[src/pkg/drdt_map.svh]
// Purpose: Register indices, field positions, reset values and counts of the dual reload down timer
// Assumes: Byte address of a register is four times its index
// Notes:   Definitions only
`ifndef DRDT_MAP_SVH
`define DRDT_MAP_SVH

// Register indices; byte address is index times four
`define DRDT_IX_EVCFG   16'hffc0
`define DRDT_IX_OUTSEL  16'hffc1
`define DRDT_IX_CTRL0   16'hffc2
`define DRDT_IX_CTRL1   16'hffc3
`define DRDT_IX_RLD0_LO 16'hffc4
`define DRDT_IX_RLD0_HI 16'hffc5
`define DRDT_IX_RLD1_LO 16'hffc6
`define DRDT_IX_RLD1_HI 16'hffc7
`define DRDT_IX_CNT0_LO 16'hffc8
`define DRDT_IX_CNT0_HI 16'hffc9
`define DRDT_IX_CNT1_LO 16'hffca
`define DRDT_IX_CNT1_HI 16'hffcb
`define DRDT_IX_MASK    16'hffe2
`define DRDT_IX_FLAGS   16'hfff2

// Field positions
`define DRDT_B_EVMODE   2
`define DRDT_B_NREN     1
`define DRDT_B_EDGE     0
`define DRDT_B_TOGGLE_SOURCE_SEL    3
`define DRDT_B_TOUTEN   2
`define DRDT_B_SRC1     1
`define DRDT_B_SRC0     0
`define DRDT_B_DIVHI    3
`define DRDT_B_DIVLO    2
`define DRDT_B_PRESET   1
`define DRDT_B_RUN      0

// Reset values
`define DRDT_RST_NIB    4'h0
`define DRDT_RST_BYTE   8'h00

// Prescaler masks for divide by 1, 4, 32 and 256
`define DRDT_MASK_DIV1   8'h00
`define DRDT_MASK_DIV4   8'h03
`define DRDT_MASK_DIV32  8'h1f
`define DRDT_MASK_DIV256 8'hff

// Noise rejecter: slow osc / 16 gives the 2048 Hz strobe, level taken on 2nd edge
`define DRDT_NR_DIV_LAST 4'hf
`define DRDT_NR_EDGES    2'h2

`endif

[src/pkg/drdt_pkg.sv]
// Purpose: Types of the dual reload down timer
// Assumes: Two counters, 4-bit register data
// Notes:   Whole state of the block is one packed struct
package drdt_pkg;

    // Complete register state of the timer block
    typedef struct packed {
        logic [1:0]      slow_s;    // Slow osc synchroniser, [0] first stage
        logic [1:0]      fast_s;    // Fast osc synchroniser
        logic [1:0]      evt_s;     // Event pin synchroniser
        logic            slow_p;    // Previous synced slow osc
        logic            fast_p;    // Previous synced fast osc
        logic            evt_p;     // Previous event level after filter
        logic [3:0]      nr_div;    // 2048 Hz strobe divider
        logic [1:0]      nr_cnt;    // Strobe edges seen since level change
        logic            nr_lvl;    // Accepted filtered level
        logic            ev_mode;
        logic            nr_en;
        logic            edge_sel;
        logic            toggle_source_sel;
        logic            toggle_out_en;
        logic [1:0]      src_sel;
        logic [1:0][1:0] div_sel;
        logic [1:0]      run_req;
        logic [1:0]      active;
        logic [1:0][7:0] psc;
        logic [1:0][7:0] reload;
        logic [1:0][7:0] count;
        logic [1:0][3:0] hold;      // High nibble latched by low read
        logic [1:0]      irq_en;
        logic [1:0]      flag;
        logic [1:0]      irq;
        logic            toggle;
        logic            sclk;
        logic            pin;
        logic            ack;
        logic [3:0]      dat;
    } drdt_state_type;

endpackage : drdt_pkg

[src/hdl/drdt_timer.sv]
// Purpose: Two 8-bit reloadable down counters with prescalers, event input, toggle output
// Assumes: clk at 25 MHz, oscillators and event pin asynchronous and much slower than clk
// Notes:   Registers reached over classic Wishbone, 4-bit data in the low bits
`timescale 1ns/1ps
`default_nettype none
`include "drdt_map.svh"

module drdt_timer
    import drdt_pkg::*;
(
    input  wire logic        clk,
    input  wire logic        arst_n,
    input  wire logic        wb_cyc_i,
    input  wire logic        wb_stb_i,
    input  wire logic        wb_we_i,
    input  wire logic [17:0] wb_adr_i,
    input  wire logic [3:0]  wb_sel_i,
    input  wire logic [31:0] wb_dat_i,
    output logic      [31:0] wb_dat_o,
    output logic             wb_ack_o,
    input  wire logic        slow_osc,
    input  wire logic        fast_osc,
    input  wire logic        event_in_pin,
    output logic             shared_out_pin,
    output logic             toggle_out,
    output logic             serial_clk_out,
    output logic             irq_counter0,
    output logic             irq_counter1
);

    drdt_state_type st_q;
    drdt_state_type st_d;

    // Combinational helpers, also watched by the checks below
    logic        req;
    logic        wr;
    logic        rd;
    logic [15:0] idx;
    logic [3:0]  wdat;
    logic        slow_fall;
    logic        fast_fall;
    logic        nr_strobe;
    logic        lvl;
    logic        evt_tick;
    logic [1:0]  src_tick;
    logic [1:0]  in_tick;
    logic [1:0]  uf;
    logic [1:0]  preset_wr;
    logic [7:0]  mask;

    // Prescaler compare mask for a ratio field
    function automatic logic [7:0] div_mask(input logic [1:0] sel);
        case (sel)
            2'h0:    div_mask = `DRDT_MASK_DIV1;
            2'h1:    div_mask = `DRDT_MASK_DIV4;
            2'h2:    div_mask = `DRDT_MASK_DIV32;
            default: div_mask = `DRDT_MASK_DIV256;
        endcase
    endfunction : div_mask

    // Next-state logic for the whole block
    always_comb begin
        st_d      = st_q;
        mask      = `DRDT_MASK_DIV1;
        uf        = 2'h0;
        preset_wr = 2'h0;
        in_tick   = 2'h0;
        src_tick  = 2'h0;

        // Bus request decode; one access per ack, ack never held two cycles
        // A write with sel[0] low changes nothing but is still acknowledged
        req  = wb_cyc_i && wb_stb_i && !st_q.ack;
        wr   = req && wb_we_i && wb_sel_i[0];
        rd   = req && !wb_we_i;
        idx  = wb_adr_i[17:2];
        wdat = wb_dat_i[3:0];

        // Two-stage synchronisers; only stage 1 reads stage 0
        st_d.slow_s = {st_q.slow_s[0], slow_osc};
        st_d.fast_s = {st_q.fast_s[0], fast_osc};
        st_d.evt_s  = {st_q.evt_s[0], event_in_pin};
        st_d.slow_p = st_q.slow_s[1];
        st_d.fast_p = st_q.fast_s[1];
        // Counters step on the falling edge of their input clock
        slow_fall   = st_q.slow_p && !st_q.slow_s[1];
        fast_fall   = st_q.fast_p && !st_q.fast_s[1];

        // Noise rejecter: level must persist to second 2048 Hz falling edge
        // Strobe divider runs free, so the filter delay varies by one strobe period
        nr_strobe = slow_fall && (st_q.nr_div == `DRDT_NR_DIV_LAST);
        if (slow_fall) begin
            st_d.nr_div = st_q.nr_div + 4'h1;
        end
        if (st_q.evt_s[1] == st_q.nr_lvl) begin
            st_d.nr_cnt = 2'h0;
        end else if (nr_strobe) begin
            if (st_q.nr_cnt + 2'h1 == `DRDT_NR_EDGES) begin
                st_d.nr_lvl = st_q.evt_s[1];
                st_d.nr_cnt = 2'h0;
            end else begin
                st_d.nr_cnt = st_q.nr_cnt + 2'h1;
            end
        end
        lvl        = st_q.nr_en ? st_q.nr_lvl : st_q.evt_s[1];
        st_d.evt_p = lvl;
        // Edge polarity select for event counting
        evt_tick   = st_q.edge_sel ? (lvl && !st_q.evt_p) : (!lvl && st_q.evt_p);

        // Register writes
        if (wr) begin
            case (idx)
                `DRDT_IX_EVCFG: begin
                    st_d.ev_mode  = wdat[`DRDT_B_EVMODE];
                    st_d.nr_en    = wdat[`DRDT_B_NREN];
                    st_d.edge_sel = wdat[`DRDT_B_EDGE];
                end
                `DRDT_IX_OUTSEL: begin
                    st_d.toggle_source_sel      = wdat[`DRDT_B_TOGGLE_SOURCE_SEL];
                    st_d.toggle_out_en    = wdat[`DRDT_B_TOUTEN];
                    st_d.src_sel[1] = wdat[`DRDT_B_SRC1];
                    st_d.src_sel[0] = wdat[`DRDT_B_SRC0];
                end
                `DRDT_IX_CTRL0: begin
                    st_d.div_sel[0] = wdat[`DRDT_B_DIVHI:`DRDT_B_DIVLO];
                    st_d.run_req[0] = wdat[`DRDT_B_RUN];
                    preset_wr[0]    = wdat[`DRDT_B_PRESET];
                end
                `DRDT_IX_CTRL1: begin
                    st_d.div_sel[1] = wdat[`DRDT_B_DIVHI:`DRDT_B_DIVLO];
                    st_d.run_req[1] = wdat[`DRDT_B_RUN];
                    preset_wr[1]    = wdat[`DRDT_B_PRESET];
                end
                `DRDT_IX_RLD0_LO: st_d.reload[0][3:0] = wdat;
                `DRDT_IX_RLD0_HI: st_d.reload[0][7:4] = wdat;
                `DRDT_IX_RLD1_LO: st_d.reload[1][3:0] = wdat;
                `DRDT_IX_RLD1_HI: st_d.reload[1][7:4] = wdat;
                `DRDT_IX_MASK:    st_d.irq_en = wdat[1:0];
                default: begin
                    // Count registers and unmapped words ignore writes
                end
            endcase
        end

        // Per-counter prescaler, run control and down count
        for (int i = 0; i < 2; i++) begin
            src_tick[i] = st_q.src_sel[i] ? fast_fall : slow_fall;
            mask        = div_mask(st_q.div_sel[i]);
            // Prescaler idles at zero while the counter is fully stopped
            // A preset also restarts it, so the first tick is a full period away
            if (preset_wr[i] || !(st_q.run_req[i] || st_q.active[i])) begin
                st_d.psc[i] = `DRDT_RST_BYTE;
            end else if (src_tick[i]) begin
                st_d.psc[i] = st_q.psc[i] + 8'h01;
            end
            in_tick[i] = src_tick[i] && ((st_q.psc[i] & mask) == mask)
                         && (st_q.run_req[i] || st_q.active[i]);
            if (i == 0 && st_q.ev_mode) begin
                in_tick[i] = evt_tick;
            end
            if (in_tick[i]) begin
                // Run changes land on an input tick, after this decrement
                st_d.active[i] = st_q.run_req[i];
                if (st_q.active[i]) begin
                    if (st_q.count[i] == `DRDT_RST_BYTE) begin
                        uf[i]         = 1'b1;
                        st_d.count[i] = st_q.reload[i];
                    end else begin
                        st_d.count[i] = st_q.count[i] - 8'h01;
                    end
                end
            end
            if (preset_wr[i]) begin
                st_d.count[i] = st_q.reload[i];
            end
        end

        // Flags: underflow set wins over a write-one clear
        if (wr && idx == `DRDT_IX_FLAGS) begin
            st_d.flag = st_q.flag & ~wdat[1:0];
        end
        st_d.flag = st_d.flag | uf;
        st_d.irq  = st_d.flag & st_d.irq_en;

        // Toggle and serial clock, each halves its underflow rate
        if (st_q.toggle_source_sel ? uf[1] : uf[0]) begin
            st_d.toggle = !st_q.toggle;
        end
        if (uf[1] && st_q.active[1]) begin
            st_d.sclk = !st_q.sclk;
        end
        // Enable gates the toggle with no resync to its phase
        st_d.pin = st_q.toggle_out_en ? st_d.toggle : 1'b1;

        // Read data, returned with the ack one cycle later
        st_d.ack = req;
        if (rd) begin
            case (idx)
                `DRDT_IX_EVCFG:   st_d.dat = {1'b0, st_q.ev_mode, st_q.nr_en, st_q.edge_sel};
                `DRDT_IX_OUTSEL:  st_d.dat = {st_q.toggle_source_sel, st_q.toggle_out_en, st_q.src_sel};
                `DRDT_IX_CTRL0:   st_d.dat = {st_q.div_sel[0], 1'b0,
                                              st_q.run_req[0] || st_q.active[0]};
                `DRDT_IX_CTRL1:   st_d.dat = {st_q.div_sel[1], 1'b0,
                                              st_q.run_req[1] || st_q.active[1]};
                `DRDT_IX_RLD0_LO: st_d.dat = st_q.reload[0][3:0];
                `DRDT_IX_RLD0_HI: st_d.dat = st_q.reload[0][7:4];
                `DRDT_IX_RLD1_LO: st_d.dat = st_q.reload[1][3:0];
                `DRDT_IX_RLD1_HI: st_d.dat = st_q.reload[1][7:4];
                `DRDT_IX_CNT0_LO: begin
                    st_d.dat     = st_q.count[0][3:0];
                    st_d.hold[0] = st_q.count[0][7:4];
                end
                `DRDT_IX_CNT0_HI: st_d.dat = st_q.hold[0];
                `DRDT_IX_CNT1_LO: begin
                    st_d.dat     = st_q.count[1][3:0];
                    st_d.hold[1] = st_q.count[1][7:4];
                end
                `DRDT_IX_CNT1_HI: st_d.dat = st_q.hold[1];
                `DRDT_IX_MASK:    st_d.dat = {2'h0, st_q.irq_en};
                `DRDT_IX_FLAGS:   st_d.dat = {2'h0, st_q.flag};
                default:          st_d.dat = `DRDT_RST_NIB;
            endcase
        end
    end

    // State register; every field but pin clears at reset, pin idles high
    always_ff @(posedge clk or negedge arst_n) begin
        if (!arst_n) begin
            st_q     <= '0;
            st_q.pin <= 1'b1;
        end else begin
            st_q <= st_d;
        end
    end

    // Outputs straight from the state register
    assign wb_dat_o       = {28'h0000000, st_q.dat};
    assign wb_ack_o       = st_q.ack;
    assign shared_out_pin = st_q.pin;
    assign toggle_out     = st_q.toggle;
    assign serial_clk_out = st_q.sclk;
    assign irq_counter0   = st_q.irq[0];
    assign irq_counter1   = st_q.irq[1];

    // Checks on the bus handshake
    a_ack_single_pulse: assert property (@(posedge clk) disable iff (!arst_n)
        wb_ack_o |=> !wb_ack_o)
        else $error("ack held longer than one cycle");
    a_ack_after_req: assert property (@(posedge clk) disable iff (!arst_n)
        (wb_cyc_i && wb_stb_i && !wb_ack_o) |=> wb_ack_o)
        else $error("request not acknowledged next cycle");

    // Read data of partly used registers
    a_preset_reads_zero: assert property (@(posedge clk) disable iff (!arst_n)
        ($past(rd) && ($past(idx) == `DRDT_IX_CTRL0 || $past(idx) == `DRDT_IX_CTRL1)) |-> !wb_dat_o[`DRDT_B_PRESET])
        else $error("preset bit did not read 0");
    a_unused_read_zero: assert property (@(posedge clk) disable iff (!arst_n)
        ($past(rd) && ($past(idx) == `DRDT_IX_MASK || $past(idx) == `DRDT_IX_FLAGS)) |-> wb_dat_o[3:2] == 2'h0)
        else $error("unused bits did not read 0");

    // Count registers: read-only, high nibble latched by the low read
    a_count_readonly: assert property (@(posedge clk) disable iff (!arst_n)
        (wr && idx == `DRDT_IX_CNT0_LO && !in_tick[0]) |=> $stable(st_q.count[0]))
        else $error("write changed a count");
    a_hold_latch: assert property (@(posedge clk) disable iff (!arst_n)
        (rd && idx == `DRDT_IX_CNT0_LO) |=> st_q.hold[0] == $past(st_q.count[0][7:4]))
        else $error("high nibble not latched");
    a_high_from_hold: assert property (@(posedge clk) disable iff (!arst_n)
        ($past(rd) && $past(idx) == `DRDT_IX_CNT0_HI) |-> wb_dat_o[3:0] == $past(st_q.hold[0]))
        else $error("high read not the latched nibble");

    // Underflow reloads and sets its flag
    a_uf_reload: assert property (@(posedge clk) disable iff (!arst_n)
        (uf[0] && !preset_wr[0]) |=> st_q.count[0] == $past(st_q.reload[0]))
        else $error("counter 0 not reloaded on underflow");
    a_flag_set_wins: assert property (@(posedge clk) disable iff (!arst_n)
        uf[1] |=> st_q.flag[1])
        else $error("underflow flag lost");
    a_flag_clear: assert property (@(posedge clk) disable iff (!arst_n)
        (wr && idx == `DRDT_IX_FLAGS && wdat[0] && !uf[0]) |=> !st_q.flag[0])
        else $error("flag not cleared by write one");
    a_mask_write: assert property (@(posedge clk) disable iff (!arst_n)
        (wr && idx == `DRDT_IX_MASK) |=> st_q.irq_en == $past(wdat[1:0]))
        else $error("mask write not taken");
    a_irq_gated: assert property (@(posedge clk) disable iff (!arst_n)
        irq_counter0 == (st_q.flag[0] && st_q.irq_en[0]))
        else $error("interrupt request not flag and enable");

    // Preset, stop hold and run control
    a_preset_load: assert property (@(posedge clk) disable iff (!arst_n)
        preset_wr[1] |=> st_q.count[1] == $past(st_q.reload[1]))
        else $error("preset did not load reload value");
    a_stopped_holds: assert property (@(posedge clk) disable iff (!arst_n)
        (!st_q.active[0] && !preset_wr[0]) |=> $stable(st_q.count[0]))
        else $error("stopped counter changed");
    a_run_on_tick: assert property (@(posedge clk) disable iff (!arst_n)
        (!in_tick[1] && st_q.active[1] != st_q.run_req[1]) |=> st_q.active[1] == $past(st_q.active[1]))
        else $error("run state changed without an input tick");
    a_stop_decrement: assert property (@(posedge clk) disable iff (!arst_n)
        (in_tick[0] && st_q.active[0] && !st_q.run_req[0] && !uf[0] && !preset_wr[0])
        |=> (st_q.count[0] == $past(st_q.count[0]) - 8'h01) && !st_q.active[0])
        else $error("stop did not follow one decrement");
    a_run_reads_one: assert property (@(posedge clk) disable iff (!arst_n)
        (rd && idx == `DRDT_IX_CTRL0 && st_q.active[0]) |=> wb_dat_o[`DRDT_B_RUN])
        else $error("run bit read 0 while still running");

    // Event path of counter 0
    a_event_tick: assert property (@(posedge clk) disable iff (!arst_n)
        st_q.ev_mode |-> in_tick[0] == evt_tick)
        else $error("event mode tick not from event edge");
    a_mode_write: assert property (@(posedge clk) disable iff (!arst_n)
        (wr && idx == `DRDT_IX_EVCFG) |=> st_q.ev_mode == $past(wdat[`DRDT_B_EVMODE]))
        else $error("mode write not taken");
    a_nr_holds: assert property (@(posedge clk) disable iff (!arst_n)
        !nr_strobe |=> $stable(st_q.nr_lvl))
        else $error("filtered level changed off strobe");
    a_nr_bypass: assert property (@(posedge clk) disable iff (!arst_n)
        !st_q.nr_en |-> lvl == st_q.evt_s[1])
        else $error("event level not direct with rejecter off");

    // Prescaler source and ratio
    a_src_select: assert property (@(posedge clk) disable iff (!arst_n)
        in_tick[1] |-> (st_q.src_sel[1] ? fast_fall : slow_fall))
        else $error("tick from wrong source clock");
    a_div_four: assert property (@(posedge clk) disable iff (!arst_n)
        (in_tick[1] && st_q.div_sel[1] == 2'h1) |-> st_q.psc[1][1:0] == 2'h3)
        else $error("divide by four ticked early");

    // Pin, toggle and serial clock outputs
    a_pin_idle_high: assert property (@(posedge clk) disable iff (!arst_n)
        !st_q.toggle_out_en |=> shared_out_pin)
        else $error("pin not high with output disabled");
    a_pin_follows: assert property (@(posedge clk) disable iff (!arst_n)
        st_q.toggle_out_en |=> shared_out_pin == toggle_out)
        else $error("pin does not follow toggle");
    a_toggle_flip: assert property (@(posedge clk) disable iff (!arst_n)
        (!st_q.toggle_source_sel && uf[0]) |=> toggle_out != $past(toggle_out))
        else $error("toggle did not flip on underflow");
    a_toggle_channel: assert property (@(posedge clk) disable iff (!arst_n)
        (st_q.toggle_source_sel && !uf[1]) |=> toggle_out == $past(toggle_out))
        else $error("toggle moved without counter 1 underflow");
    a_sclk_flip: assert property (@(posedge clk) disable iff (!arst_n)
        (uf[1] && st_q.active[1]) |=> serial_clk_out != $past(serial_clk_out))
        else $error("serial clock did not flip");

endmodule : drdt_timer
`default_nettype wire

[config.mk]
export PLATFORM = sky130hd
export DESIGN_NAME = drdt_timer
export DESIGN_NICKNAME = d
export VERILOG_FILES = /design/src/pkg/drdt_pkg.sv /design/src/hdl/drdt_timer.sv
export VERILOG_INCLUDE_DIRS = /design/src /design/src/pkg
export SDC_FILE = /design/constraint.sdc
export NUM_CORES = 1
export LEC_CHECK = 0
export BUFFER_PORTS_ARGS = -buffer_cell sky130_fd_sc_hd__buf_2
export CORE_MARGIN = 10
export CORE_UTILIZATION = 51
export CTS_CLUSTER_DIAMETER = 40
export CTS_CLUSTER_SIZE = 12
export DETAILED_ROUTE_END_ITERATION = 8
export HOLD_SLACK_MARGIN = 0.03
export PLACE_DENSITY = 0.77
export SETUP_SLACK_MARGIN = 0.1
export SYNTH_ARGS = -nofsm -noshare
export SYNTH_HDL_FRONTEND = slang
export SYNTH_SLANG_ARGS = --single-unit
[constraint.sdc]
create_clock -name clk -period 2.3 [get_ports clk]
set_clock_uncertainty 0.15 [all_clocks]
set_input_delay 0.23 -clock clk [delete_from_list [all_inputs] [get_ports clk]]
set_output_delay 0.23 -clock clk [all_outputs]
set_load 0.02 [all_outputs]
==> impl_summary.txt, run 1 <==
----------------------------------------------------
[Floorplan]
  Cell Rows ... 37
  Floorplan die width ... 123 um
  Initial Util ... 0.522
  Top-level I/O count ... 100
  Die Outline Area ... approximately 15000 um^2
  Area inside the core boundary ... 10300 um^2
  Floorplan die height ... around 120 um

[Synthesis]
  Top cell type by total area after synthesis ... sky130_fd_sc_hd__dfrtp_1
  Number of synthesized flops with an enable pin ... 0
  Async set-reset flop share out of synthesis ... 1.00
  Synth warnings ... 0
  Sequential element share of the synthesized area ... 0.470
  Predominant post-synthesis flop cell ... sky130_fd_sc_hd__dfrtp_1
  Cell area after synthesis ... about 5400 um^2
  Synthesized flop and latch total ... between 100 and 150
  Number of distinct library cells after synthesis ... 56
  Post-synth top area share ... 0.465
  Post-Synthesis Mean Instance Area ... 10.1 um^2
  Most area-consuming cells after synthesis ... sky130_fd_sc_hd__dfrtp_1, sky130_fd_sc_hd__mux2_2, sky130_fd_sc_hd__buf_4
  Post-synthesis cell count ... between 500 and 600

[Worst setup path]
  Worst path top cell family by delay ... multiplexers
  Buffers & Inverters on Critical Path ... 1
  Register-to-register setup slack ... around 180 ps
  Slowest stage cell, crit path ... sky130_fd_sc_hd__dfrtp_1
  Critical Path Max Stage Delay ... ~430 ps
  RR Endpoint ... st_q[26]$_DFFE_PN0P_
  Crit. Startpoint ... st_q[83]$_DFFE_PN0P_
  Highest net fanout along the worst path ... 9
  Capturing instance or port of the critical path ... st_q[26]$_DFFE_PN0P_
  Number of cells traversed by the worst register-to-register path ... 7
  CP Data Arrival Time ... roughly 2200 ps
  Startpoint Class ... flop
  Category of the worst setup path capture point ... flop
  FF-to-FF Start ... st_q[83]$_DFFE_PN0P_
  Required arrival time at the worst endpoint ... 2420 ps
  Worst Path Class, Setup ... reg2reg
  Worst path depth ... 7
  Cell-by-cell listing of the critical path ... mux2_4 -> mux2i_2 -> a41oi_2 -> buf_4 -> o31a_1 -> nor2_1 -> a21oi_1

[Flow run]
  Max-Cap Viols ... 0

[CTS]
  CTS tree ... yes
  Master cell of the clock root buffer ... sky130_fd_sc_hd__clkbuf_8
  CTS H-tree depth ... 3
  Insertion delay to the later sink of the worst-skew pair ... 370 ps
  Inserted Clock Buffers ... 9
  Max clock buf depth ... 2
  Total clock sinks ... just over 100
  Clock slew at the register clock pins of the worst setup and hold paths ... 110 ps

[Timing]
  Relative slew slack ... 0.609
  Crit path setup slack, layout ... between 150 and 200 ps
  Final period demand of the worst path ... ~2100 ps
  Max-slew violations ... 0
  RSZ-0062 raised after global routing ... no
  Final period utilization ... 0.924
  Aggregate negative setup slack ... 0 ps
  Final Hold Vio Count ... 0
  Actual transition at the worst max-transition pin ... between 500 and 600 ps
  Highest achievable clock rate ... approximately 0.47 GHz
  Final setup violation count ... 0

[Pwr]
  Peak supply drop ... about 0.47 mV
  Static Leak ... ~2.8 nW
  Power density normalized to cell area ... about 550 nW/um^2

[Place]
  Setup WS pre-CTS ... 82.0 ps
  HPWL after DPL ... slightly below 10 mm
  Placed instance area ... between 5000 and 6000 um^2
  I/O Buffers ... 38
  Final Wtd Congestion ... around 0.9

[Drt]
  Detailed-route via count ... ~4200
  Drt drc ... 0
  Number of nets with antenna violations after routing ... 0
  Initial DRC Count ... roughly 330
  Post-DR wirelength/cell ... around 18 um
  Per-cell via count in the routed design ... ~5.7
  Wire length reported by the detailed router ... 12.9 mm
  Router iterations before antenna repair ... 5

[Global route]
  Via count of the first global-routing pass ... between 4000 and 5000
  Antenna violations before repair ... 0
  Overall Global Routing Usage ... 0.174
  Largest net degree at the start of global routing ... 44
  First-pass GRT wire length ... ~21 mm
  Aggregate global routing overflow ... 0

[Layout]
  Layout cell share with drive strength beyond 1 ... 0.245
  Cell area after layout ... between 6000 and 7000 um^2
  Net count of the finished layout ... approximately 660
  Filler cell count ... slightly below 900
  Area added between synthesis and finish ... 13.2%
  Diodes inserted ... 0
  Utilization of the core after routing ... 0.590

[Min path]
  Path class of the lowest-slack min-delay path ... in2reg

[Outcome]
  Result of the run ... completed

----------------------------------------------------
==> flip-flops by register name (all words and copies together), names as in the netlist <==
| register | cells |
|---|---|
| irq_counter1 | 1 |
| shared_out_pin | 1 |
| st_q | 86 |
| wb_ack_o | 1 |
| irq_counter0 | 1 |
| toggle_out | 1 |
| wb_dat_o | 4 |
| serial_clk_out | 1 |
| st_d | 5 |
==> cells in the final DEF, fill, tap and decap left out, drive strengths merged, types with 17 or more instances in the layout <==
| master | count |
|---|---|
| a21oi | 17 |
| buf | 69 |
| conb | 28 |
| dfrtp | 100 |
| mux2 | 47 |
| nand2 | 49 |
| nand3 | 19 |
| nor2 | 49 |
| o21ai | 24 |
==> kinds of logic (layout without fill, tap and decap cells) <==
logic type,after synthesis,after routing,share of synthesized area
AND/OR/NAND/NOR,191,191,0.179
adder cells (fa/ha/maj),7,7,0.0163
other,1,28,0.000696
multiplexers,62,62,0.126
buffers and inverters,62,102,0.0667
XOR/XNOR,21,21,0.0342
flip-flops,101,101,0.470
AO/OA/AOI/OAI,87,87,0.107
==> metrics by stage <==
stage	power (mW)	std cells	hold slack, ps
2_1_floorplan	2.08	559	-216
3_3_place_gp	2.16	708	99.6
3_5_place_dp	2.17	708	100
6_report	3.33	735	88.0
5_1_grt	3.47	735	64.3
4_1_cts	3.35	730	77.1
==> worst min path at each step <==
stage | cells past startpoint | slack [ps] | startpoint | to
floorplan | 0 | -220 | arst_n | irq_counter0$_DFF_PN0_
global placement | 1 | 100 | arst_n | st_q[18]$_DFFE_PN0P_
detailed placement | 1 | 100 | arst_n | st_q[21]$_DFFE_PN0P_
CTS | 2 | 80 | wb_dat_i[3] | st_q[81]$_DFFE_PN0P_
global route | 2 | 60 | wb_dat_i[3] | st_q[81]$_DFFE_PN0P_
finish | 2 | 90 | wb_dat_i[3] | st_q[81]$_DFFE_PN0P_
==> routing by layer <==
metal,up-vias,track usage,part of all wire
met2,147,0.282,0.47
met4,0,0.0464,0.016
met3,20,0.0473,0.087
met1,2060,0.223,0.42
li1,1972,-,-
met5,-,0,0
==> synth_stat cells, types with 3 or more instances <==
| master | instances |
|---|---|
| sky130_fd_sc_hd__nor2_1 | 49 |
| sky130_fd_sc_hd__mux2i_1 | 15 |
| sky130_fd_sc_hd__nor2b_1 | 8 |
| sky130_fd_sc_hd__nand2_1 | 49 |
| sky130_fd_sc_hd__inv_1 | 11 |
| sky130_fd_sc_hd__nor3b_1 | 5 |
| sky130_fd_sc_hd__mux2_2 | 47 |
| sky130_fd_sc_hd__a41oi_1 | 3 |
| sky130_fd_sc_hd__a21oi_1 | 17 |
| sky130_fd_sc_hd__and2_1 | 3 |
| sky130_fd_sc_hd__nor3_1 | 15 |
| sky130_fd_sc_hd__xnor2_1 | 12 |
| sky130_fd_sc_hd__nand3_1 | 19 |
| sky130_fd_sc_hd__a22o_1 | 7 |
| sky130_fd_sc_hd__and4_1 | 3 |
| sky130_fd_sc_hd__nor4_1 | 4 |
| sky130_fd_sc_hd__ha_1 | 7 |
| sky130_fd_sc_hd__and3_1 | 7 |
| sky130_fd_sc_hd__dfrtp_1 | 100 |
| sky130_fd_sc_hd__buf_4 | 32 |
| sky130_fd_sc_hd__o22a_1 | 4 |
| sky130_fd_sc_hd__o2bb2ai_1 | 4 |
| sky130_fd_sc_hd__nand4_1 | 12 |
| sky130_fd_sc_hd__o22ai_1 | 8 |
| sky130_fd_sc_hd__o21ai_0 | 22 |
| sky130_fd_sc_hd__a31oi_1 | 3 |
| sky130_fd_sc_hd__xor2_1 | 9 |
| sky130_fd_sc_hd__nand3b_1 | 5 |
| sky130_fd_sc_hd__clkbuf_1 | 13 |
| sky130_fd_sc_hd__buf_2 | 5 |
==> area by class of cell <==
class                      instances  area (um^2)  share of cell area
multi-input combinational        396         2650               0.435
sequential                       101         2530               0.415
timing repair buffer              75          498              0.0817
tap                              136          170              0.0279
clock buffer                      10          128              0.0209
clock inverter                     6         77.6              0.0127
inverter                          11         41.3             0.00677
==> report_power, final <==
part	internal [mW]	switching, mW	total, mW
clock network	0.527	0.655	1.18
registers	1.82	0.0355	1.86
logic	0.106	0.188	0.294
==> what timing repair did <==
item                                    in CTS  in global routing
endpoints found under the hold margin       44                  0
setup buffers                                0                  5
endpoints found under the setup margin       0                 36
hold buffers                                 6                  0
gates resized for setup                      0                 11
No activity file was read; power rests on OpenSTA's default activity.
==> run 2, diff against run 1 <==
- CORE_UTILIZATION: 51 -> 60
- PLACE_DENSITY: 0.77 -> 0.85
- clock period: 2.3 -> 2.63 ns (I/O delays scaled with it)
==> impl_summary.txt, run 2 (synthesis results as in run 1) <==
----------------------------------------------------
[Outcome]
  Result of the run ... completed (unchanged)

[Worst setup path]
  Worst Path Class, Setup ... reg2reg (unchanged)
  Category of the worst setup path capture point ... flop (unchanged)
  Required arrival time at the worst endpoint ... 2790 ps (was 2420 ps)
  Startpoint Class ... flop (unchanged)
  CP Data Arrival Time ... 2550 ps (was 2240 ps)
  Highest net fanout along the worst path ... 7 (was 9)

[Global route]
  Antenna violations before repair ... 0 (unchanged)
  Aggregate global routing overflow ... 0 (unchanged)
  First-pass GRT wire length ... 20.9 mm (was 21.2 mm)
  Via count of the first global-routing pass ... 4188 (was 4145)
  Largest net degree at the start of global routing ... 46 (was 44)
  Overall Global Routing Usage ... 0.195 (was 0.174)

[Floorplan]
  Floorplan die width ... 115 um (was 123 um)
  Initial Util ... 0.618 (was 0.522)
  Floorplan die height ... 115 um (was 123 um)
  Die Outline Area ... 13200 um^2 (was 15100 um^2)
  Area inside the core boundary ... 8720 um^2 (was 10300 um^2)
  Top-level I/O count ... 100 (unchanged)
  Cell Rows ... 34 (was 37)

[CTS]
  Total clock sinks ... 101 (unchanged)
  CTS H-tree depth ... 3 (unchanged)
  Inserted Clock Buffers ... 9 (unchanged)
  Insertion delay to the later sink of the worst-skew pair ... 370 ps (about the same)
  Count of buffers added by post-CTS timing repair for setup ... 0 (unchanged)
  Master cell of the clock root buffer ... sky130_fd_sc_hd__clkbuf_8 (unchanged)
  Clock slew at the register clock pins of the worst setup and hold paths ... 90 ps (was 110 ps)
  Max clock buf depth ... 2 (unchanged)
  CTS tree ... yes (unchanged)

[Layout]
  Filler cell count ... 681 (was 874)
  Net count of the finished layout ... 645 (was 663)
  Diodes inserted ... 0 (unchanged)
  FF/Latch Area ... 2530 um^2 (about the same)
  Combined area of the multi-input logic cells ... 2600 um^2 (was 2650 um^2)
  Highest-count cells in the layout ignoring fill and taps ... sky130_fd_sc_hd__dfrtp_1, sky130_fd_sc_hd__nand2_1, sky130_fd_sc_hd__nor2_1 (unchanged)
  Area added between synthesis and finish ... 9.11% (was 13.2%)
  Utilization of the core after routing ... 0.674 (was 0.590)
  Most common library cell in the layout ignoring fill and taps ... sky130_fd_sc_hd__dfrtp_1 (unchanged)
  Largest Register ... st_q (unchanged)
  Layout cell share with drive strength beyond 1 ... 0.210 (was 0.245)
  Cell area after layout ... 5880 um^2 (was 6100 um^2)
  Flip-flop count of the largest register after layout ... 86 (unchanged)

[Place]
  Final Wtd Congestion ... 0.904 (was 0.875)
  HPWL after DPL ... 9.51 mm (was 9.64 mm)
  Setup WS pre-CTS ... 288 ps (was 82.0 ps)
  I/O Buffers ... 38 (unchanged)
  Placed instance area ... 5610 um^2 (was 5740 um^2)

[Drt]
  Post-DR wirelength/cell ... 18.6 um (was 17.6 um)
  Detailed-route via count ... 4193 (was 4199)
  Drt drc ... 0 (unchanged)
  Initial DRC Count ... 232 (was 326)
  Number of nets with antenna violations after routing ... 0 (unchanged)
  Per-cell via count in the routed design ... 6.09 (was 5.71)
  Router iterations before antenna repair ... 5 (unchanged)
  Wire length reported by the detailed router ... 12.8 mm (was 12.9 mm)

[Timing]
  Crit path setup slack, layout ... 241 ps (was 175 ps)
  RSZ-0062 raised after global routing ... no (unchanged)
  Actual transition at the worst max-transition pin ... 560 ps (was 583 ps)
  Highest achievable clock rate ... 0.419 GHz (was 0.471 GHz)
  Final setup violation count ... 0 (unchanged)
  Final period utilization ... 0.908 (was 0.924)
  Aggregate negative setup slack ... 0 ps (unchanged)
  Relative slew slack ... 0.624 (was 0.609)
  Fin Hold WS ... 105 ps (was 88.0 ps)
  Max-slew violations ... 0 (unchanged)
  Final Hold Vio Count ... 0 (unchanged)
  Final period demand of the worst path ... 2390 ps (was 2120 ps)

[Pwr]
  Static Leak ... 2.71 nW (was 2.80 nW)
  Power density normalized to cell area ... 493 nW/um^2 (was 547 nW/um^2)
  Peak supply drop ... 0.314 mV (was 0.472 mV)

[Flow run]
  Max-Cap Viols ... 0 (unchanged)

[Min path]
  Path class of the lowest-slack min-delay path ... in2reg (unchanged)

----------------------------------------------------
run 2: changes by cell type in the layout (fill, tap and decap cells not counted), sizes merged:
cell,delta
buf,-18
inv,-3
clkinv,+3
clkinvlp,-1
clkbuf,+1
run 2: power breakdown:
group | internal [mW] | switching, mW | total, mW
registers | 1.59 | 0.0314 | 1.62
logic | 0.0846 | 0.158 | 0.242
clock network | 0.494 | 0.535 | 1.03
total | 2.17 | 0.724 | 2.90
run 2: metrics by stage:
stage	power (mW)	instances
after floorplan	1.82	559
after global placement	1.88	667
after detailed placement	1.89	667
after CTS	2.91	689
after global routing	3.03	689
final	2.90	689
run 2: critical path, cell delays in order (launching register included):
cell and delay (ps):
sky130_fd_sc_hd__dfrtp_1 470, sky130_fd_sc_hd__nor4_2 320, sky130_fd_sc_hd__nand3_1 200, sky130_fd_sc_hd__or4_4 650, sky130_fd_sc_hd__o22ai_2 200, sky130_fd_sc_hd__xor2_1 210
sky130_fd_sc_hd__nand2b_1 140
run 2: worst paths after layout:
path	cells after the start	endpoint	start	slack, ps
worst min register to register	0	st_d[94]$_DFF_PN0_	st_d[100]$_DFF_PN0_	210
worst min-delay path	2	st_q[49]$_DFFE_PN0P_	wb_dat_i[3]	110
min in group asynchronous	2	wb_dat_o[3]$_DFFE_PN0P_	arst_n	190
worst max register to register	6	shared_out_pin$_DFF_PN1_	st_q[32]$_DFFE_PN0P_	240
worst max-delay path	6	shared_out_pin$_DFF_PN1_	st_q[32]$_DFFE_PN0P_	240
max in group asynchronous	3	shared_out_pin$_DFF_PN1_	arst_n	1380
run 2: timing repair:
action,in CTS,in global routing
hold buffers,6,0
resized for setup,0,0
hold endpoints to repair,74,0
run 2: routing by layer:
metal | wire, um | part of all wire | global-route usage
met5 | 0 | 0 | 0
met4 | 267 | 0.021 | 0.0710
met3 | 1250 | 0.097 | 0.0469
met2 | 6180 | 0.48 | 0.324
met1 | 5100 | 0.40 | 0.244
run 2: cell type report:
type,instances,share of cell area
clock inverters,5,0.00980
multi-input cells,396,0.442
flip-flops and latches,101,0.430
well taps,108,0.0230
repair buffers,57,0.0618
inverters,11,0.00703
clock buffers,11,0.0258
==> run 3, diff against run 2 <==
- ABC_AREA: not set -> 1
- CORE_UTILIZATION: 60 -> 61
- CTS_CLUSTER_DIAMETER: 40 -> not set
- PLACE_DENSITY: 0.85 -> 0.86
==> impl_summary.txt, run 3 <==
----------------------------------------------------
[Layout]
  Layout cell share with drive strength beyond 1 ... 0.136 (was 0.210)
  Net count of the finished layout ... 878 (was 645)
  Combined area of the multi-input logic cells ... 2820 um^2 (was 2600 um^2)
  Most common library cell in the layout ignoring fill and taps ... sky130_fd_sc_hd__nand2_1 (was sky130_fd_sc_hd__dfrtp_1)
  FF/Latch Area ... 2530 um^2 (unchanged)
  Highest-count cells in the layout ignoring fill and taps ... sky130_fd_sc_hd__nand2_1, sky130_fd_sc_hd__dfrtp_1, sky130_fd_sc_hd__nand3_1 (was sky130_fd_sc_hd__dfrtp_1, sky130_fd_sc_hd__nand2_1, sky130_fd_sc_hd__nor2_1)
  Flip-flop count of the largest register after layout ... 86 (unchanged)
  Utilization of the core after routing ... 0.676 (was 0.674)
  Diodes inserted ... 0 (unchanged)
  Largest Register ... st_q (unchanged)
  Filler cell count ... 780 (was 681)
  Non-filler instance count after layout ... 943 (was 689)
  Area added between synthesis and finish ... 7.30% (was 9.11%)

[Pwr]
  Switching power of the nets ... 1.12 mW (was 0.724 mW)
  Fraction of power spent switching nets ... 0.316 (was 0.250)
  Peak supply drop ... 0.435 mV (was 0.314 mV)
  Static Leak ... 3.12 nW (was 2.71 nW)
  Power density normalized to cell area ... 560 nW/um^2 (was 493 nW/um^2)
  Reg power frac ... 0.497 (was 0.561)
  Internal cell power ... 2.42 mW (was 2.17 mW)
  Share of power burned in the clock network ... 0.290 (was 0.355)
  Part of the power in combinational logic ... 0.213 (was 0.084)

[Place]
  Final Wtd Congestion ... 0.891 (was 0.904)
  I/O Buffers ... 38 (unchanged)
  Placed cells ... 921 (was 667)
  HPWL after DPL ... 10.0 mm (was 9.51 mm)

[Drt]
  Wire length reported by the detailed router ... 13.4 mm (was 12.8 mm)
  Post-DR wirelength/cell ... 14.3 um (was 18.6 um)
  Number of nets with antenna violations after routing ... 0 (unchanged)
  Per-cell via count in the routed design ... 5.39 (was 6.09)
  Initial DRC Count ... 393 (was 232)
  Drt drc ... 0 (unchanged)
  Router iterations before antenna repair ... 5 (unchanged)
  Detailed-route via count ... 5079 (was 4193)

[Global route]
  Via count of the first global-routing pass ... 4879 (was 4188)
  Overall Global Routing Usage ... 0.191 (was 0.195)
  Largest net degree at the start of global routing ... 102 (was 46)
  Antenna violations before repair ... 0 (unchanged)
  Aggregate global routing overflow ... 0 (unchanged)
  First-pass GRT wire length ... 22.6 mm (was 20.9 mm)

[Worst setup path]
  Register-to-register setup slack ... 510 ps (was 240 ps)
  Startpoint Class ... input port (was flop)
  Required arrival time at the worst endpoint ... 2780 ps (was 2790 ps)
  Worst Path Class, Setup ... in2reg (was reg2reg)
  RR Endpoint ... toggle_out$_DFF_PN0_ (was shared_out_pin$_DFF_PN1_)
  Highest net fanout along the worst path ... 11 (was 7)
  FF-to-FF Start ... st_q[30]$_DFFE_PN0P_ (was st_q[32]$_DFFE_PN0P_)
  Number of cells traversed by the worst register-to-register path ... 9 (was 6)
  Category of the worst setup path capture point ... flop (unchanged)
  CP Data Arrival Time ... 2390 ps (was 2550 ps)
  Crit. Startpoint ... wb_stb_i (was st_q[32]$_DFFE_PN0P_)

[Timing]
  Final period demand of the worst path ... 2250 ps (was 2390 ps)
  Final setup violation count ... 0 (unchanged)
  Aggregate negative setup slack ... 0 ps (unchanged)
  Highest achievable clock rate ... 0.445 GHz (was 0.419 GHz)
  Max-slew violations ... 0 (unchanged)
  Relative slew slack ... 0.620 (was 0.624)
  RSZ-0062 raised after global routing ... no (unchanged)
  Final period utilization ... 0.854 (was 0.908)
  Actual transition at the worst max-transition pin ... 568 ps (was 560 ps)
  Final Hold Vio Count ... 0 (unchanged)

[Min path]
  Path class of the lowest-slack min-delay path ... in2reg (unchanged)
  Terminating pin of the worst hold path ... st_q[81]$_DFFE_PN0P_ (was st_q[49]$_DFFE_PN0P_)
  Number of instances on the worst hold path ... 3 (was 2)
  Beginning of the worst hold path ... wb_dat_i[3] (unchanged)

[CTS]
  CTS tree ... yes (unchanged)
  Count of cells resized by post-cts repair ... 0 (unchanged)
  Clock slew at the register clock pins of the worst setup and hold paths ... 100 ps (was 90 ps)
  Max clock buf depth ... 2 (unchanged)
  CTS H-tree depth ... 3 (unchanged)
  Inserted Clock Buffers ... 9 (unchanged)
  Insertion delay to the later sink of the worst-skew pair ... 370 ps (about the same)
  Total clock sinks ... 101 (unchanged)
  Master cell of the clock root buffer ... sky130_fd_sc_hd__clkbuf_8 (unchanged)

[Synthesis]
  Cell area after synthesis ... 5880 um^2 (was 5390 um^2)
  Predominant post-synthesis flop cell ... sky130_fd_sc_hd__dfrtp_1 (unchanged)
  Sequential element share of the synthesized area ... 0.430 (was 0.470)
  Top cell type by total area after synthesis ... sky130_fd_sc_hd__dfrtp_1 (unchanged)
  Most area-consuming cells after synthesis ... sky130_fd_sc_hd__dfrtp_1, sky130_fd_sc_hd__nand2_1, sky130_fd_sc_hd__nand3_1 (was sky130_fd_sc_hd__dfrtp_1, sky130_fd_sc_hd__mux2_2, sky130_fd_sc_hd__buf_4)
  Most frequently used cell type in the post-synthesis netlist ... sky130_fd_sc_hd__nand2_1 (was sky130_fd_sc_hd__dfrtp_1)
  Number of distinct library cells after synthesis ... 36 (was 56)
  Synthesized flop and latch total ... 101 (unchanged)
  Synth warnings ... 0 (unchanged)
  Post-synth top area share ... 0.426 (was 0.465)
  Post-synthesis cell count ... 767 (was 532)
  Async set-reset flop share out of synthesis ... 1.00 (unchanged)
  Ranking of synthesized cells by instance count ... sky130_fd_sc_hd__nand2_1, sky130_fd_sc_hd__dfrtp_1, sky130_fd_sc_hd__nand3_1 (was sky130_fd_sc_hd__dfrtp_1, sky130_fd_sc_hd__nand2_1, sky130_fd_sc_hd__nor2_1)
  Number of synthesized flops with an enable pin ... 0 (unchanged)
  Post-Synthesis Mean Instance Area ... 7.67 um^2 (was 10.1 um^2)

[Floorplan]
  Initial Util ... 0.630 (was 0.618)
  Floorplan die width ... 118 um (was 115 um)
  Cell Rows ... 35 (was 34)
  Die Outline Area ... 14000 um^2 (was 13200 um^2)
  Floorplan die height ... 118 um (was 115 um)
  Area inside the core boundary ... 9330 um^2 (was 8720 um^2)
  Top-level I/O count ... 100 (unchanged)

[Flow run]
  Max-Cap Viols ... 0 (unchanged)

[Outcome]
  Result of the run ... completed (unchanged)

----------------------------------------------------
## run 3: changes by cell type in the layout (fill, tap and decap cells not counted), moves of 9 or more
cell | previous run | this run
sky130_fd_sc_hd__nand2_1 | 49 | 236
sky130_fd_sc_hd__nand3_1 | 19 | 86
sky130_fd_sc_hd__inv_1 | 11 | 69
sky130_fd_sc_hd__mux2_2 | 47 | 2
sky130_fd_sc_hd__o21ai_0 | 22 | 48
sky130_fd_sc_hd__mux2i_1 | 15 | 0
sky130_fd_sc_hd__a21oi_1 | 17 | 5
sky130_fd_sc_hd__nor2_2 | 0 | 12
sky130_fd_sc_hd__o21ai_1 | 2 | 12
sky130_fd_sc_hd__nand3_2 | 0 | 9
sky130_fd_sc_hd__xor2_1 | 9 | 18
## run 3: worst max path at each step
stage	slack, ps	to	cells past startpoint
floorplan	1040	st_q[27]$_DFFE_PN0P_	8
global placement	620	st_q[34]$_DFFE_PN0P_	12
detailed placement	560	st_q[34]$_DFFE_PN0P_	12
CTS	430	st_q[34]$_DFFE_PN0P_	13
global route	230	st_q[35]$_DFFE_PN0P_	13
finish	380	st_q[34]$_DFFE_PN0P_	13
## run 3: metal layers
metal,track usage,routed length (um),vias to the layer above
met4,0.0688,262,0
met3,0.0528,998,26
met1,0.236,5920,2368
met5,0,0,-
met2,0.312,6270,206
li1,-,-,2479
## run 3: cell type report
class                           instances  share of cell area
Timing Repair Buffer                   49              0.0480
Clock inverter                          5              0.0105
Sequential cell                       101               0.401
Clock buffer                           11              0.0224
Tap cell                              129              0.0256
Inverter                               76              0.0452
Multi-Input combinational cell        572               0.447
## run 3: cells by family after synthesis
group | share of synthesized area
other cells | 0.000638
compound gates | 0.0643
simple gates | 0.339
mux | 0.00383
flops | 0.430
xor+xnor | 0.0387
buf+inv | 0.108
fa+ha+maj | 0.0149
## run 3: power groups by stage
stage | combinational, mW | sequential [mW] | clock, mW
finish | 0.751 | 1.76 | 1.03
global route | 0.856 | 1.77 | 1.11
CTS | 0.750 | 1.75 | 1.05
detailed placement | 0.736 | 1.79 | 0
global placement | 0.708 | 1.78 | 0
floorplan | 0.576 | 1.77 | 0
## run 3: metrics by stage
step,total power [mW],setup slack [ps],hold slack [ps],area (um^2)
2_1_floorplan,2.35,1040,-183,5980
3_3_place_gp,2.48,620,186,6040
3_5_place_dp,2.52,561,191,6040
4_1_cts,3.55,429,123,6310
5_1_grt,3.73,228,136,6310
6_report,3.53,383,143,6310
## run 3: worst max-delay path: stages
cell and delay [ps]:
sky130_fd_sc_hd__dlygate4sd3_1 530, sky130_fd_sc_hd__buf_2 100, sky130_fd_sc_hd__nand2_1 50, sky130_fd_sc_hd__nor2_2 110, sky130_fd_sc_hd__nand3_1 180, sky130_fd_sc_hd__inv_2 210, sky130_fd_sc_hd__buf_4 220, sky130_fd_sc_hd__nand3_2 240
sky130_fd_sc_hd__clkinv_1 210, sky130_fd_sc_hd__nand2_1 70, sky130_fd_sc_hd__nand2_1 60, sky130_fd_sc_hd__nand2_1 50, sky130_fd_sc_hd__o21ai_1 90
## run 3: what timing repair did
item | 4_1_cts | 5_1_grt
hold endpoints to repair | 104 | 0
hold buffers | 6 | 0
setup buffers | 0 | 0
